===== config.mk =====
export PLATFORM = sky130hd
export DESIGN_NAME = fst_host
export DESIGN_NICKNAME = d
export VERILOG_FILES = /design/src/rtl/fst_pkg.sv /design/src/rtl/fst_timer.sv /design/src/rtl/fst_host.sv
export SDC_FILE = /design/constraint.sdc
export NUM_CORES = 1
export LEC_CHECK = 0
export BUFFER_PORTS_ARGS = -buffer_cell sky130_fd_sc_hd__buf_2
export CORE_ASPECT_RATIO = 0.7
export CORE_MARGIN = 8
export CORE_UTILIZATION = 60
export CTS_CLUSTER_DIAMETER = 200
export DETAILED_ROUTE_END_ITERATION = 10
export PLACE_DENSITY = 0.86
export SETUP_SLACK_MARGIN = 0.02
export SYNTH_ARGS = -nofsm -noshare
export SYNTH_HDL_FRONTEND = slang
export SYNTH_SLANG_ARGS = --single-unit

===== constraint.sdc =====
create_clock -name clk_sys -period 4.7 [get_ports clk_sys]
set_clock_uncertainty 0.05 [all_clocks]
set_input_delay 0.235 -clock clk_sys [delete_from_list [all_inputs] [get_ports clk_sys]]
set_output_delay 0.235 -clock clk_sys [all_outputs]
set_load 0.005 [all_outputs]

===== src/rtl/fst_pkg.sv =====
// constants shared by the flash status host controller
package fst_pkg;
    localparam int unsigned CLK_PERIOD_NS  = 100;
    localparam int unsigned WP_MIN_NS      = 60;
    localparam int unsigned WPH_MIN_NS     = 40;
    localparam int unsigned OEPS_MIN_NS    = 40;
    localparam int unsigned OE_ACC_MAX_NS  = 60;
    localparam int unsigned CPH_MIN_NS     = 200;
    localparam int unsigned RBSY_TYP_US    = 45;
    localparam int unsigned OP_MAX_MS      = 30;
    localparam int unsigned WP_CYC   = (WP_MIN_NS + CLK_PERIOD_NS - 1) / CLK_PERIOD_NS;
    localparam int unsigned WPH_CYC  = (WPH_MIN_NS + CLK_PERIOD_NS - 1) / CLK_PERIOD_NS;
    localparam int unsigned OEPS_CYC = (OEPS_MIN_NS + OE_ACC_MAX_NS + CLK_PERIOD_NS - 1)
                                       / CLK_PERIOD_NS;
    localparam int unsigned CPH_CYC  = (CPH_MIN_NS + CLK_PERIOD_NS - 1) / CLK_PERIOD_NS;
    localparam int unsigned RBSY_CYC = (RBSY_TYP_US * 1000 + CLK_PERIOD_NS - 1)
                                       / CLK_PERIOD_NS;
    localparam int unsigned OP_MAX_CYC = (OP_MAX_MS * 1000000) / CLK_PERIOD_NS;
    localparam int unsigned TMR_W    = 12;
    // status word field positions
    localparam int unsigned ST_READY_BIT = 7;
    localparam int unsigned ST_ECC_BIT   = 6;
    localparam int unsigned ST_ERASE_BIT = 5;
    localparam int unsigned ST_PROG_BIT  = 4;
    localparam logic [7:0]  ST_RSVD_MASK = 8'hF0;
    localparam logic [7:0]  STATUS_RST   = 8'h00;
    // command codes: values arbitrary, set per device
    localparam logic [7:0]  CMD_STATUS_DEF = 8'h5A;
    localparam logic [7:0]  CMD_CLEAR_DEF  = 8'hA5;
    localparam logic [7:0]  CMD_READ_DEF   = 8'h3C;
    localparam logic [11:0] SECTOR_BYTES   = 12'h840;
    typedef enum logic [3:0] {
        FST_IDLE   = 4'h0,
        FST_CMD    = 4'h1,
        FST_WE_LO  = 4'h3,
        FST_WE_HI  = 4'h2,
        FST_OE_LO  = 4'h6,
        FST_SAMPLE = 4'h7,
        FST_GAP    = 4'h5,
        FST_DECIDE = 4'h4,
        FST_RBSY   = 4'hC,
        FST_END    = 4'hD
    } fst_state_t;
    typedef enum logic [1:0] {
        FST_OP_POLL  = 2'h0,
        FST_OP_CLEAR = 2'h1,
        FST_OP_READ  = 2'h2
    } fst_op_t;
endpackage


===== src/rtl/fst_timer.sv =====
// down-counting delay timer with a registered expiry flag
`timescale 1ns/1ps
`default_nettype none
module fst_timer #(
    parameter int unsigned W = 12
) (
    input  wire logic         clk_sys,
    input  wire logic         rst_n,
    input  wire logic         load,
    input  wire logic [W-1:0] load_val,
    output var  logic         expired_q
);
    logic [W-1:0] cnt_q;
    logic [W-1:0] cnt_d;
    wire          at_zero = (cnt_q == '0);

    generate
        if (W < 2)
        begin : g_chk
            $error("fst_timer width too small");
        end
    endgenerate

    assign cnt_d = load ? load_val : (at_zero ? cnt_q : cnt_q - W'(1));

    always_ff @(posedge clk_sys)
    begin
        if (!rst_n)
        begin
            cnt_q     <= '0;
            expired_q <= 1'b1;
        end
        else
        begin
            cnt_q     <= cnt_d;
            expired_q <= (cnt_d == '0);
        end
    end
endmodule // fst_timer
`default_nettype wire


===== src/rtl/fst_host.sv =====
// host controller that polls, clears and reads the flash operation status
`timescale 1ns/1ps
`default_nettype none
//
// Function
// - trust flag bits only after ready seen
// - clear status after failure before next operation
// - reserved low nibble masked on every read
// - ready and fail: ECC if bit6, else replace
// - reread failed sector before any correction (reread_q pulses in the same cycle that ecc_fix_q or replace_q is set)
// - replacement covers one whole sector
module fst_host #(
    parameter int unsigned POLL_MAX_CYC = fst_pkg::OP_MAX_CYC,
    parameter logic [7:0]  CMD_STATUS   = fst_pkg::CMD_STATUS_DEF,
    parameter logic [7:0]  CMD_CLEAR    = fst_pkg::CMD_CLEAR_DEF,
    parameter logic [7:0]  CMD_READ     = fst_pkg::CMD_READ_DEF
) (
    input  wire logic             clk_sys,
    input  wire logic             rst_n,
    input  wire logic             req_valid,
    input  wire fst_pkg::fst_op_t req_op,
    output var  logic             req_ready_q,
    output var  logic             done_q,
    output var  logic [7:0]       status_q,
    output var  logic             fail_q,
    output var  logic             ecc_fix_q,
    output var  logic             replace_q,
    output var  logic [11:0]      replace_len_q,
    output var  logic             reread_q,
    output var  logic             timeout_q,
    output var  logic             op_allow_q,
    output var  logic             chip_en_n_q,
    output var  logic             out_en_n_q,
    output var  logic             write_en_n_q,
    output var  logic             command_data_strobe_n_q,
    output var  logic             serial_read_strobe_q,
    input  wire logic [7:0]       io_in,
    output var  logic [7:0]       io_out_q,
    output var  logic             io_oe_q,
    input  wire logic             ready_busy
);
    import fst_pkg::*;

    generate
        if (POLL_MAX_CYC < 4 || POLL_MAX_CYC > 32'h00FF_FFFF)
        begin : g_chk
            $error("fst_host POLL_MAX_CYC out of range");
        end
    endgenerate

    // ********************************************************
    // state and helpers
    // ********************************************************
    fst_state_t        st_q;
    fst_state_t        st_d;
    fst_op_t           op_q;
    logic [23:0]       poll_cnt_q;
    logic              tmr_load;
    logic [TMR_W-1:0]  tmr_val;
    logic              tmr_exp;

    function automatic logic [TMR_W-1:0] cyc(input int unsigned n);
        cyc = TMR_W'(n - 1);
    endfunction

    wire        take      = (st_q == FST_IDLE) && req_valid;
    wire [7:0]  io_masked = io_in & ST_RSVD_MASK;
    wire        dev_ready = io_in[ST_READY_BIT];
    wire        poll_over = (poll_cnt_q >= 24'(POLL_MAX_CYC));
    wire [7:0]  cmd_byte  = (op_q == FST_OP_CLEAR) ? CMD_CLEAR :
                            (op_q == FST_OP_READ)  ? CMD_READ  : CMD_STATUS;
    wire        flag_fail = status_q[ST_ERASE_BIT] | status_q[ST_PROG_BIT];

    fst_timer #(.W(TMR_W)) u_tmr (
        .clk_sys   (clk_sys),
        .rst_n     (rst_n),
        .load      (tmr_load),
        .load_val  (tmr_val),
        .expired_q (tmr_exp)
    );

    // ********************************************************
    // sequencer
    // ********************************************************
    always_comb
    begin
        st_d     = st_q;
        tmr_load = 1'b0;
        tmr_val  = cyc(1);
        case (st_q)
            FST_IDLE:
                if (take)
                begin
                    st_d     = FST_CMD;
                    tmr_load = 1'b1;
                end
            FST_CMD:
                if (tmr_exp)
                begin
                    st_d     = FST_WE_LO;
                    tmr_load = 1'b1;
                    tmr_val  = cyc(WP_CYC);
                end
            FST_WE_LO:
                if (tmr_exp)
                begin
                    st_d     = FST_WE_HI;
                    tmr_load = 1'b1;
                    tmr_val  = cyc(WPH_CYC);
                end
            FST_WE_HI:
                if (tmr_exp)
                begin
                    tmr_load = 1'b1;
                    if (op_q == FST_OP_CLEAR)
                        st_d = FST_END;
                    else if (op_q == FST_OP_READ)
                    begin
                        st_d    = FST_RBSY;
                        tmr_val = cyc(RBSY_CYC);
                    end
                    else
                    begin
                        st_d    = FST_OE_LO;
                        tmr_val = cyc(OEPS_CYC);
                    end
                end
            FST_OE_LO:
                if (tmr_exp)
                    st_d = FST_SAMPLE;
            FST_SAMPLE:
                if (dev_ready)
                    st_d = FST_DECIDE;
                else
                begin
                    st_d     = FST_GAP;
                    tmr_load = 1'b1;
                    tmr_val  = cyc(CPH_CYC);
                end
            FST_GAP:
                if (poll_over)
                    st_d = FST_END;
                else if (tmr_exp)
                begin
                    st_d     = FST_OE_LO;
                    tmr_load = 1'b1;
                    tmr_val  = cyc(OEPS_CYC);
                end
            FST_DECIDE:
                st_d = FST_END;
            FST_RBSY:
                // busy interval always waited out, limit only after it
                if (tmr_exp && (ready_busy || poll_over))
                    st_d = FST_END;
            FST_END:
                st_d = FST_IDLE;
            default:
                st_d = FST_IDLE;
        endcase
    end

    always_ff @(posedge clk_sys)
    begin
        if (!rst_n)
        begin
            st_q       <= FST_IDLE;
            op_q       <= FST_OP_POLL;
            poll_cnt_q <= '0;
        end
        else
        begin
            st_q       <= st_d;
            op_q       <= take ? req_op : op_q;
            poll_cnt_q <= (st_q == FST_WE_HI || st_q == FST_IDLE) ? '0 : poll_cnt_q + 24'(1);
        end
    end

    // ********************************************************
    // device pins
    // ********************************************************
    wire cmd_phase = (st_d == FST_CMD) || (st_d == FST_WE_LO) || (st_d == FST_WE_HI);
    wire rd_phase  = (st_d == FST_OE_LO) || (st_d == FST_SAMPLE);
    wire ce_act    = cmd_phase || rd_phase || (st_d == FST_RBSY);

    always_ff @(posedge clk_sys)
    begin
        if (!rst_n)
        begin
            chip_en_n_q             <= 1'b1;
            out_en_n_q              <= 1'b1;
            write_en_n_q            <= 1'b1;
            command_data_strobe_n_q <= 1'b1;
            serial_read_strobe_q    <= 1'b0;
            io_out_q                <= 8'h00;
            io_oe_q                 <= 1'b0;
        end
        else
        begin
            chip_en_n_q             <= !ce_act;
            out_en_n_q              <= !rd_phase;
            write_en_n_q            <= (st_d != FST_WE_LO);
            command_data_strobe_n_q <= !cmd_phase;
            serial_read_strobe_q    <= 1'b0;
            io_out_q                <= cmd_phase ? cmd_byte : 8'h00;
            io_oe_q                 <= cmd_phase;
        end
    end

    // ********************************************************
    // status capture and recovery decision
    // ********************************************************
    wire dec_now    = (st_q == FST_DECIDE);
    wire want_repl  = flag_fail && !status_q[ST_ECC_BIT];
    wire clear_done = (st_q == FST_END) && (op_q == FST_OP_CLEAR);

    always_ff @(posedge clk_sys)
    begin
        if (!rst_n)
        begin
            status_q      <= STATUS_RST;
            fail_q        <= 1'b0;
            ecc_fix_q     <= 1'b0;
            replace_q     <= 1'b0;
            replace_len_q <= 12'h000;
            reread_q      <= 1'b0;
            timeout_q     <= 1'b0;
            op_allow_q    <= 1'b1;
            done_q        <= 1'b0;
            req_ready_q   <= 1'b0;
        end
        else
        begin
            if (st_q == FST_SAMPLE && dev_ready)
                status_q <= io_masked;
            reread_q  <= dec_now && flag_fail;
            fail_q    <= dec_now ? flag_fail : fail_q;
            ecc_fix_q <= dec_now ? (flag_fail && status_q[ST_ECC_BIT]) : ecc_fix_q;
            replace_q <= dec_now ? (flag_fail && !status_q[ST_ECC_BIT]) : replace_q;
            if (dec_now)
                replace_len_q <= want_repl ? SECTOR_BYTES : 12'h000;
            if (take)
                timeout_q <= 1'b0;
            else if (st_q == FST_GAP && poll_over)
                timeout_q <= 1'b1;
            else if (st_q == FST_RBSY && tmr_exp && !ready_busy && poll_over)
                timeout_q <= 1'b1;
            if (dec_now && flag_fail)
                op_allow_q <= 1'b0;
            else if (clear_done)
                op_allow_q <= 1'b1;
            done_q      <= (st_q == FST_END);
            req_ready_q <= (st_d == FST_IDLE);
        end
    end
endmodule // fst_host
`default_nettype wire


==> summary.md, run 1 <==
| Metric | Value |
|---|---|
| Sequential element share of the synthesized area | 0.406 |
| Clock sink count | 64 |
| Most frequent cells in the layout | 64 x dfxtp_1, 55 x nor2_1, 36 x buf_2, 25 x nand2_1, 17 x inv_1 |
| Synth cell types | 58 |
| Async set-or-reset flop fraction in the synthesized netlist | 0 |
| Sw Ratio | 0.402 |
| Final setup vio count | 0 |
| Combinational share of power | 0.432 |
| CTS buffer count | 9 |
| Overflow after GRT | 0 |
| Sequential Power Share | 0.339 |
| Die ar. | 0.00787 mm² |
| WHS | ~0.075 ns |
| Die Wd | around 100 µm |
| Post-route ant nets | 0 |
| RSZ-0062 raised after global routing | false |
| Routed len/inst | 14.4 µm |
| CP startpoint kind | register |
| Fin nets | ~420 |
| Status | completed |
| Diode count | 0 |
| Hold path cells | 3 |
| Post-synth top area cell | dfxtp_1 |
| Post-detailed-route DRC marker count | 0 |
| Pwr Density | 673 mW/mm² |
| Post-layout min period | 2.49 ns |
| Layout cells sized above 1 | 0.150 |
| Placed Cells | 462 |
| Clk Latency, worst-skew pair | between 0.3 and 0.4 ns |
| Met1 usage | 0.250 |
| Drt pass-1 iters | 5 |
| Met3 usage | 0.0685 |
| Post-CTS sizing | 0 |
| H-Tree Depth | 3 |
| Commonest non-fill, non-tap cell in the layout | dfxtp_1 |
| Initial core utilization | 0.613 |
| Crit share post-route | 0.529 |
| GRT met2 Usage | 0.252 |
| Initial DRC count | 244 |
| Routed via count | 2688 |
| DIE HEIGHT | 76.7 µm |
| Critical R2R Capture | u_tmr.expired_q$_SDFF_PN1_ |
| Slew Limit Fails | 0 |
| Worst EP arrival | 2.70 ns |
| Max Root-Sink Buffers | 2 |
| Area Overhead vs Synth | 10.4% |
| Least-Margin Pin Slew | about 0.74 ns |
| Hold path startpoint | req_op[0] |
| Number of global-route vias before repair | approximately 2.4k |
| Max VDD drop | roughly 260 µV |
| Worst Hold Class | in2reg |
| Post-synth EDFFs | 0 |
| Fin cells | 478 |
| Vias per cell | 5.62 |
| Syn avg cell area | between 8 and 9 µm² |
| Sw power | about 0.00094 W |
| # hold bufs at CTS | 0 |
| Final wirelength | 6.88 mm |
| CP Data Required Time | 4.91 ns |
| Worst reg2reg setup slack | roughly 2.2 ns |
| CP Capture Type | register |
| Area of the core | about 0.005 mm² |
| Mapped Cells | roughly 370 |
| Port Buf Inserts | 36 |
| Post-DP HPWL | 5.03 mm |
| Final hold viol count | 0 |
| Clk pin slew, worst setup/hold paths | 0.07 ns |
| # IOs | 56 |
| Synth top area share | 0.406 |
| MaxCap Viol Count | 0 |
| Yosys warns | 0 |
| Placer Congestion | 0.925 |
| Top cells by area, synth | dfxtp_1 41%, nor2_1 6.5%, buf_4 5.0% |
| Slew headroom | 0.500 |
| Reg2Reg Depth | 7 |
| Filler Cells Inserted | 425 |
| Kind of critical path | reg2reg |
| Largest net degree at the start of global routing | 25 |
| Initial antenna violation count | 0 |
| Cell Int Power | 0.00140 W |
| TritonCTS clock tree | built |
| Grt peak-use layer | met2 |
| Register bit total from synthesis | 64 |
| Cell row count | 22 |
| Root Driver | clkbuf_8 |
| RR Startpoint | u_tmr.cnt_q[0]$_SDFF_PN0_ |
| Setup Fix Bufs, Post-CTS | 0 |
| Crit path max fanout | 7 |
| Total Routing Usage GR | 0.182 |
| Maximum clock rate | 0.402 GHz |
| Clk pwr share | 0.229 |
| Min-Delay Endpoint | op_q[0]$_SDFFE_PN0P_ |
| Top FF cell, synth | dfxtp_1 |
| Synth Cell Area | 0.00315 mm² |
| Leakage Power | roughly 1.4 nW |
| First-pass GRT wire length | 11.4 mm |
| Setup_tns | 0 ns |
## state kept, by name (all words and copies together), names as in the netlist
name	flops
op_q	2
req_ready_q	1
fail_q	1
op_allow_q	1
u_tmr.expired_q	1
st_q	4
io_oe_q	1
command_data_strobe_n_q	1
replace_len_q	1
timeout_q	1
write_en_n_q	1
poll_cnt_q	24
io_out_q	4
reread_q	1
status_q	4
ecc_fix_q	1
out_en_n_q	1
u_tmr.cnt_q	12
chip_en_n_q	1
done_q	1
## how the worst max path moves through the flow
stage	start	to	slack, ns	cells past startpoint
finish	u_tmr.cnt_q[0]$_SDFF_PN0_	u_tmr.expired_q$_SDFF_PN1_	2.21	7
floorplan	u_tmr.cnt_q[3]$_SDFF_PN0_	u_tmr.expired_q$_SDFF_PN1_	2.73	6
global placement	u_tmr.cnt_q[0]$_SDFF_PN0_	u_tmr.expired_q$_SDFF_PN1_	2.42	7
CTS	u_tmr.cnt_q[0]$_SDFF_PN0_	u_tmr.expired_q$_SDFF_PN1_	2.32	7
detailed placement	u_tmr.cnt_q[0]$_SDFF_PN0_	u_tmr.expired_q$_SDFF_PN1_	2.36	7
global route	u_tmr.cnt_q[0]$_SDFF_PN0_	u_tmr.expired_q$_SDFF_PN1_	2.06	7
## metal layers
| metal | share of wire | wire length (µm) | up-vias |
|---|---|---|---|
| li1 | - | - | 1321 |
| met1 | 0.47 | 3240 | 1212 |
| met2 | 0.41 | 2790 | 143 |
| met3 | 0.11 | 743 | 12 |
| met4 | 0.016 | 112 | 0 |
| met5 | 0 | 0 | - |
## power groups by stage
| stage | clock network [W] | logic, W | registers [W] |
|---|---|---|---|
| 2_1_floorplan | 0 | 0.000872 | 0.000723 |
| 3_3_place_gp | 0 | 0.000951 | 0.000789 |
| 3_5_place_dp | 0 | 0.000986 | 0.000797 |
| 4_1_cts | 0.000547 | 0.000994 | 0.000786 |
| 5_1_grt | 0.000575 | 0.00114 | 0.000810 |
| 6_report | 0.000538 | 0.00101 | 0.000794 |
## synth_stat cells, drive strengths merged, types with 4 or more instances
cell type / n
ha: 6
inv: 17
a211oi: 4
nor3: 11
a21oi: 15
o21ai: 12
nor4: 6
xor2: 16
clkbuf: 7
nand4: 10
o21a: 7
mux2i: 6
nand3: 15
xnor2: 8
and2: 7
buf: 27
nand2: 25
nor2: 55
nor2b: 5
dfxtp: 64
or3: 6
and3: 6
## cell families after synthesis
| group | Yosys count | synth area share |
|---|---|---|
| compound gates | 60 | 0.130 |
| fa+ha+maj | 7 | 0.0270 |
| other cells | 1 | 0.00119 |
| simple gates | 159 | 0.251 |
| flops | 64 | 0.406 |
| xor+xnor | 24 | 0.0666 |
| buf+inv | 52 | 0.0960 |
| mux | 7 | 0.0226 |
## cell type report
| cell class | count | area, µm² | area share |
|---|---|---|---|
| multi-input combinational | 272 | 1630 | 0.467 |
| sequential | 64 | 1280 | 0.368 |
| timing repair buffer | 37 | 188 | 0.0539 |
| clock buffer | 12 | 155 | 0.0446 |
| tap | 72 | 90.1 | 0.0259 |
| clock inverter | 4 | 76.3 | 0.0219 |
| inverter | 17 | 63.8 | 0.0183 |
## per-stage QoR
step           power [W]   util  setup slack (ns)  instance area, µm²
6_report         0.00234  0.676              2.21                3480
5_1_grt          0.00252  0.676              2.06                3480
4_1_cts          0.00233  0.676              2.32                3480
3_5_place_dp     0.00178  0.632              2.36                3250
3_3_place_gp     0.00174  0.632              2.42                3250
2_1_floorplan    0.00159      -              2.73                3210
## critical path, cell delays in order (launching register included)
cell,delay (ns)
dfxtp_1,0.36
inv_1,0.15
ha_1,0.19
nor3b_1,0.50
nand3_1,0.37
a311oi_1,0.40
a21oi_1,0.10
o311ai_2,0.27
No activity file was read; power rests on OpenSTA's default activity.
==> run 2: changes to the inputs <==
- CORE_UTILIZATION: 60 -> 50
- PLACE_DENSITY: 0.86 -> 0.76
- clock period: 4.7 -> 2 ns (I/O delays scaled with it)
==> summary.md, run 2 (synthesis gave the netlist of run 1 again) <==
| Metric | Value |
|---|---|
| H-Tree Depth | 3 |
| Final setup vio count | 0 |
| CP Capture Type | register |
| Clk pin slew, worst setup/hold paths | 0.07 ns |
| Kind of critical path | reg2reg |
| Max VDD drop | 943 µV |
| DIE HEIGHT | ~82 µm |
| Worst reg2reg setup slack | just over 0.05 ns |
| Area of the core | 0.00616 mm² |
| RSZ-0062 raised after global routing | true |
| MaxCap Viol Count | 0 |
| WHS | 0.0899 ns |
| Drt pass-1 iters | 4 |
| GRT met2 Usage | 0.249 |
| Placer Congestion | 0.893 |
| First-pass GRT wire length | 12.3 mm |
| Port Buf Inserts | 36 |
| Final hold viol count | 0 |
| CTS buffer count | 9 |
| Post-layout min period | 1.95 ns |
| Top Registers | poll_cnt_q (24), u_tmr.cnt_q (12) |
| Grt peak-use layer | met2 |
| Total Routing Usage GR | 0.165 |
| Crit path max fanout | 4 |
| Placed Cells | 519 |
| Maximum clock rate | 0.513 GHz |
| Post-DP HPWL | between 5 and 6 mm |
| Largest register FFs | 24 |
| Die Wd | 111 µm |
| Layout cells sized above 1 | 0.293 |
| Cell row count | 24 |
| Slew Limit Fails | 0 |
| Root Driver | clkbuf_8 |
| Worst Hold Class | in2reg |
| CP startpoint kind | register |
| Met3 usage | 0.0577 |
| TritonCTS clock tree | built |
| Status | completed |
| Commonest non-fill, non-tap cell in the layout | dfxtp_1 |
| Max Root-Sink Buffers | 2 |
| Largest net degree at the start of global routing | 25 |
| Leakage Power | 1.71 nW |
| Post-route ant nets | 0 |
| Routed via count | 2864 |
| Crit share post-route | 0.974 |
| Fin cells | 538 |
| Pwr Density | 1610 mW/mm² |
| Diode count | 0 |
| Initial antenna violation count | 0 |
| Routed len/inst | 14.0 µm |
| Most frequent cells in the layout | 61 x dfxtp_1, 54 x nor2_1, 51 x buf_4, 36 x buf_2, 25 x nand2_1 |
| Initial core utilization | 0.512 |
| Initial DRC count | 211 |
| Clk Latency, worst-skew pair | 0.34 ns |
| Register with the most flip-flops | poll_cnt_q |
| Overflow after GRT | 0 |
| Final wirelength | 7.52 mm |
| Number of global-route vias before repair | 2634 |
| Met1 usage | 0.215 |
| Worst EP arrival | 2.17 ns |
| # IOs | 56 |
| Fin nets | 476 |
| Area Overhead vs Synth | 27.6% |
| Die ar. | 0.00915 mm² |
| Vias per cell | approximately 5.3 |
| Clock sink count | 64 |
| CP Data Required Time | roughly 2.2 ns |
| Post-detailed-route DRC marker count | 0 |
## run 2: cell count changes in the layout (fill, tap and decap cells not counted), sizes merged
cell | previous run | this run
dlygate4sd3 | 0 | 5
clkbuf | 12 | 10
clkinv | 1 | 2
buf | 37 | 87
## run 2: worst paths after layout
| kind | to | from | depth (start not counted) |
|---|---|---|---|
| worst max-delay path | u_tmr.cnt_q[8]$_SDFF_PN0_ | u_tmr.cnt_q[3]$_SDFF_PN0_ | 6 |
| worst min register to register | status_q[7]$_SDFFE_PN0P_ | status_q[7]$_SDFFE_PN0P_ | 2 |
| worst max register to register | u_tmr.cnt_q[8]$_SDFF_PN0_ | u_tmr.cnt_q[3]$_SDFF_PN0_ | 6 |
| worst min-delay path | chip_en_n_q$_SDFF_PN1_ | rst_n | 3 |
## run 2: what timing repair did
item / CTS / global route
endpoints found under the hold margin: 5 / 0
buffers inserted: 0 / 0
hold buffers: 5 / 0
resized for setup: 7 / 26
pin swaps: 2 / 5
endpoints found under the setup margin: 13 / 20
gates cloned: 0 / 0
## run 2: layout make-up
type / instances / area [µm²]
tap: 78 / 97.6
timing repair buffer: 92 / 613
sequential: 64 / 1280
inverter: 17 / 63.8
fill: 489 / 2130
clock buffer: 10 / 138
clock inverter: 5 / 81.3
multi-input combinational: 272 / 1750
## run 2: routing by layer
layer	up-vias	routed length [µm]
met3	6	598
met4	0	68
met1	1321	3620
met5	-	0
li1	1431	-
met2	106	3230
## run 2: critical path, stage by stage (launching register included)
cell	delay, ns
dfxtp_2	0.34
or4_4	0.54
or3_4	0.38
a211oi_4	0.24
a21oi_2	0.06
o21a_1	0.18
nor2_1	0.08
## run 2: report_power, final
group / internal [W] / total (W) / switching (W) / leakage [nW]
clock: 0.000728 / 0.00122 / 0.000494 / 0.108
sequential: 0.00152 / 0.00173 / 0.000203 / 0.521
combinational: 0.00172 / 0.00354 / 0.00182 / 1.08
## run 2: per-stage QoR
step	total power (W)	TNS, ns	utilization	cell area, µm²	setup slack (ns)
2_1_floorplan	0.00375	0	-	3210	0.0330
3_3_place_gp	0.00483	-0.0380	0.591	3640	-0.0370
3_5_place_dp	0.00486	-0.0584	0.591	3640	-0.0179
4_1_cts	0.00619	0	0.638	3930	0.0250
5_1_grt	0.00694	-0.00742	0.654	4030	-0.00428
6_report	0.00649	0	0.654	4030	0.0511
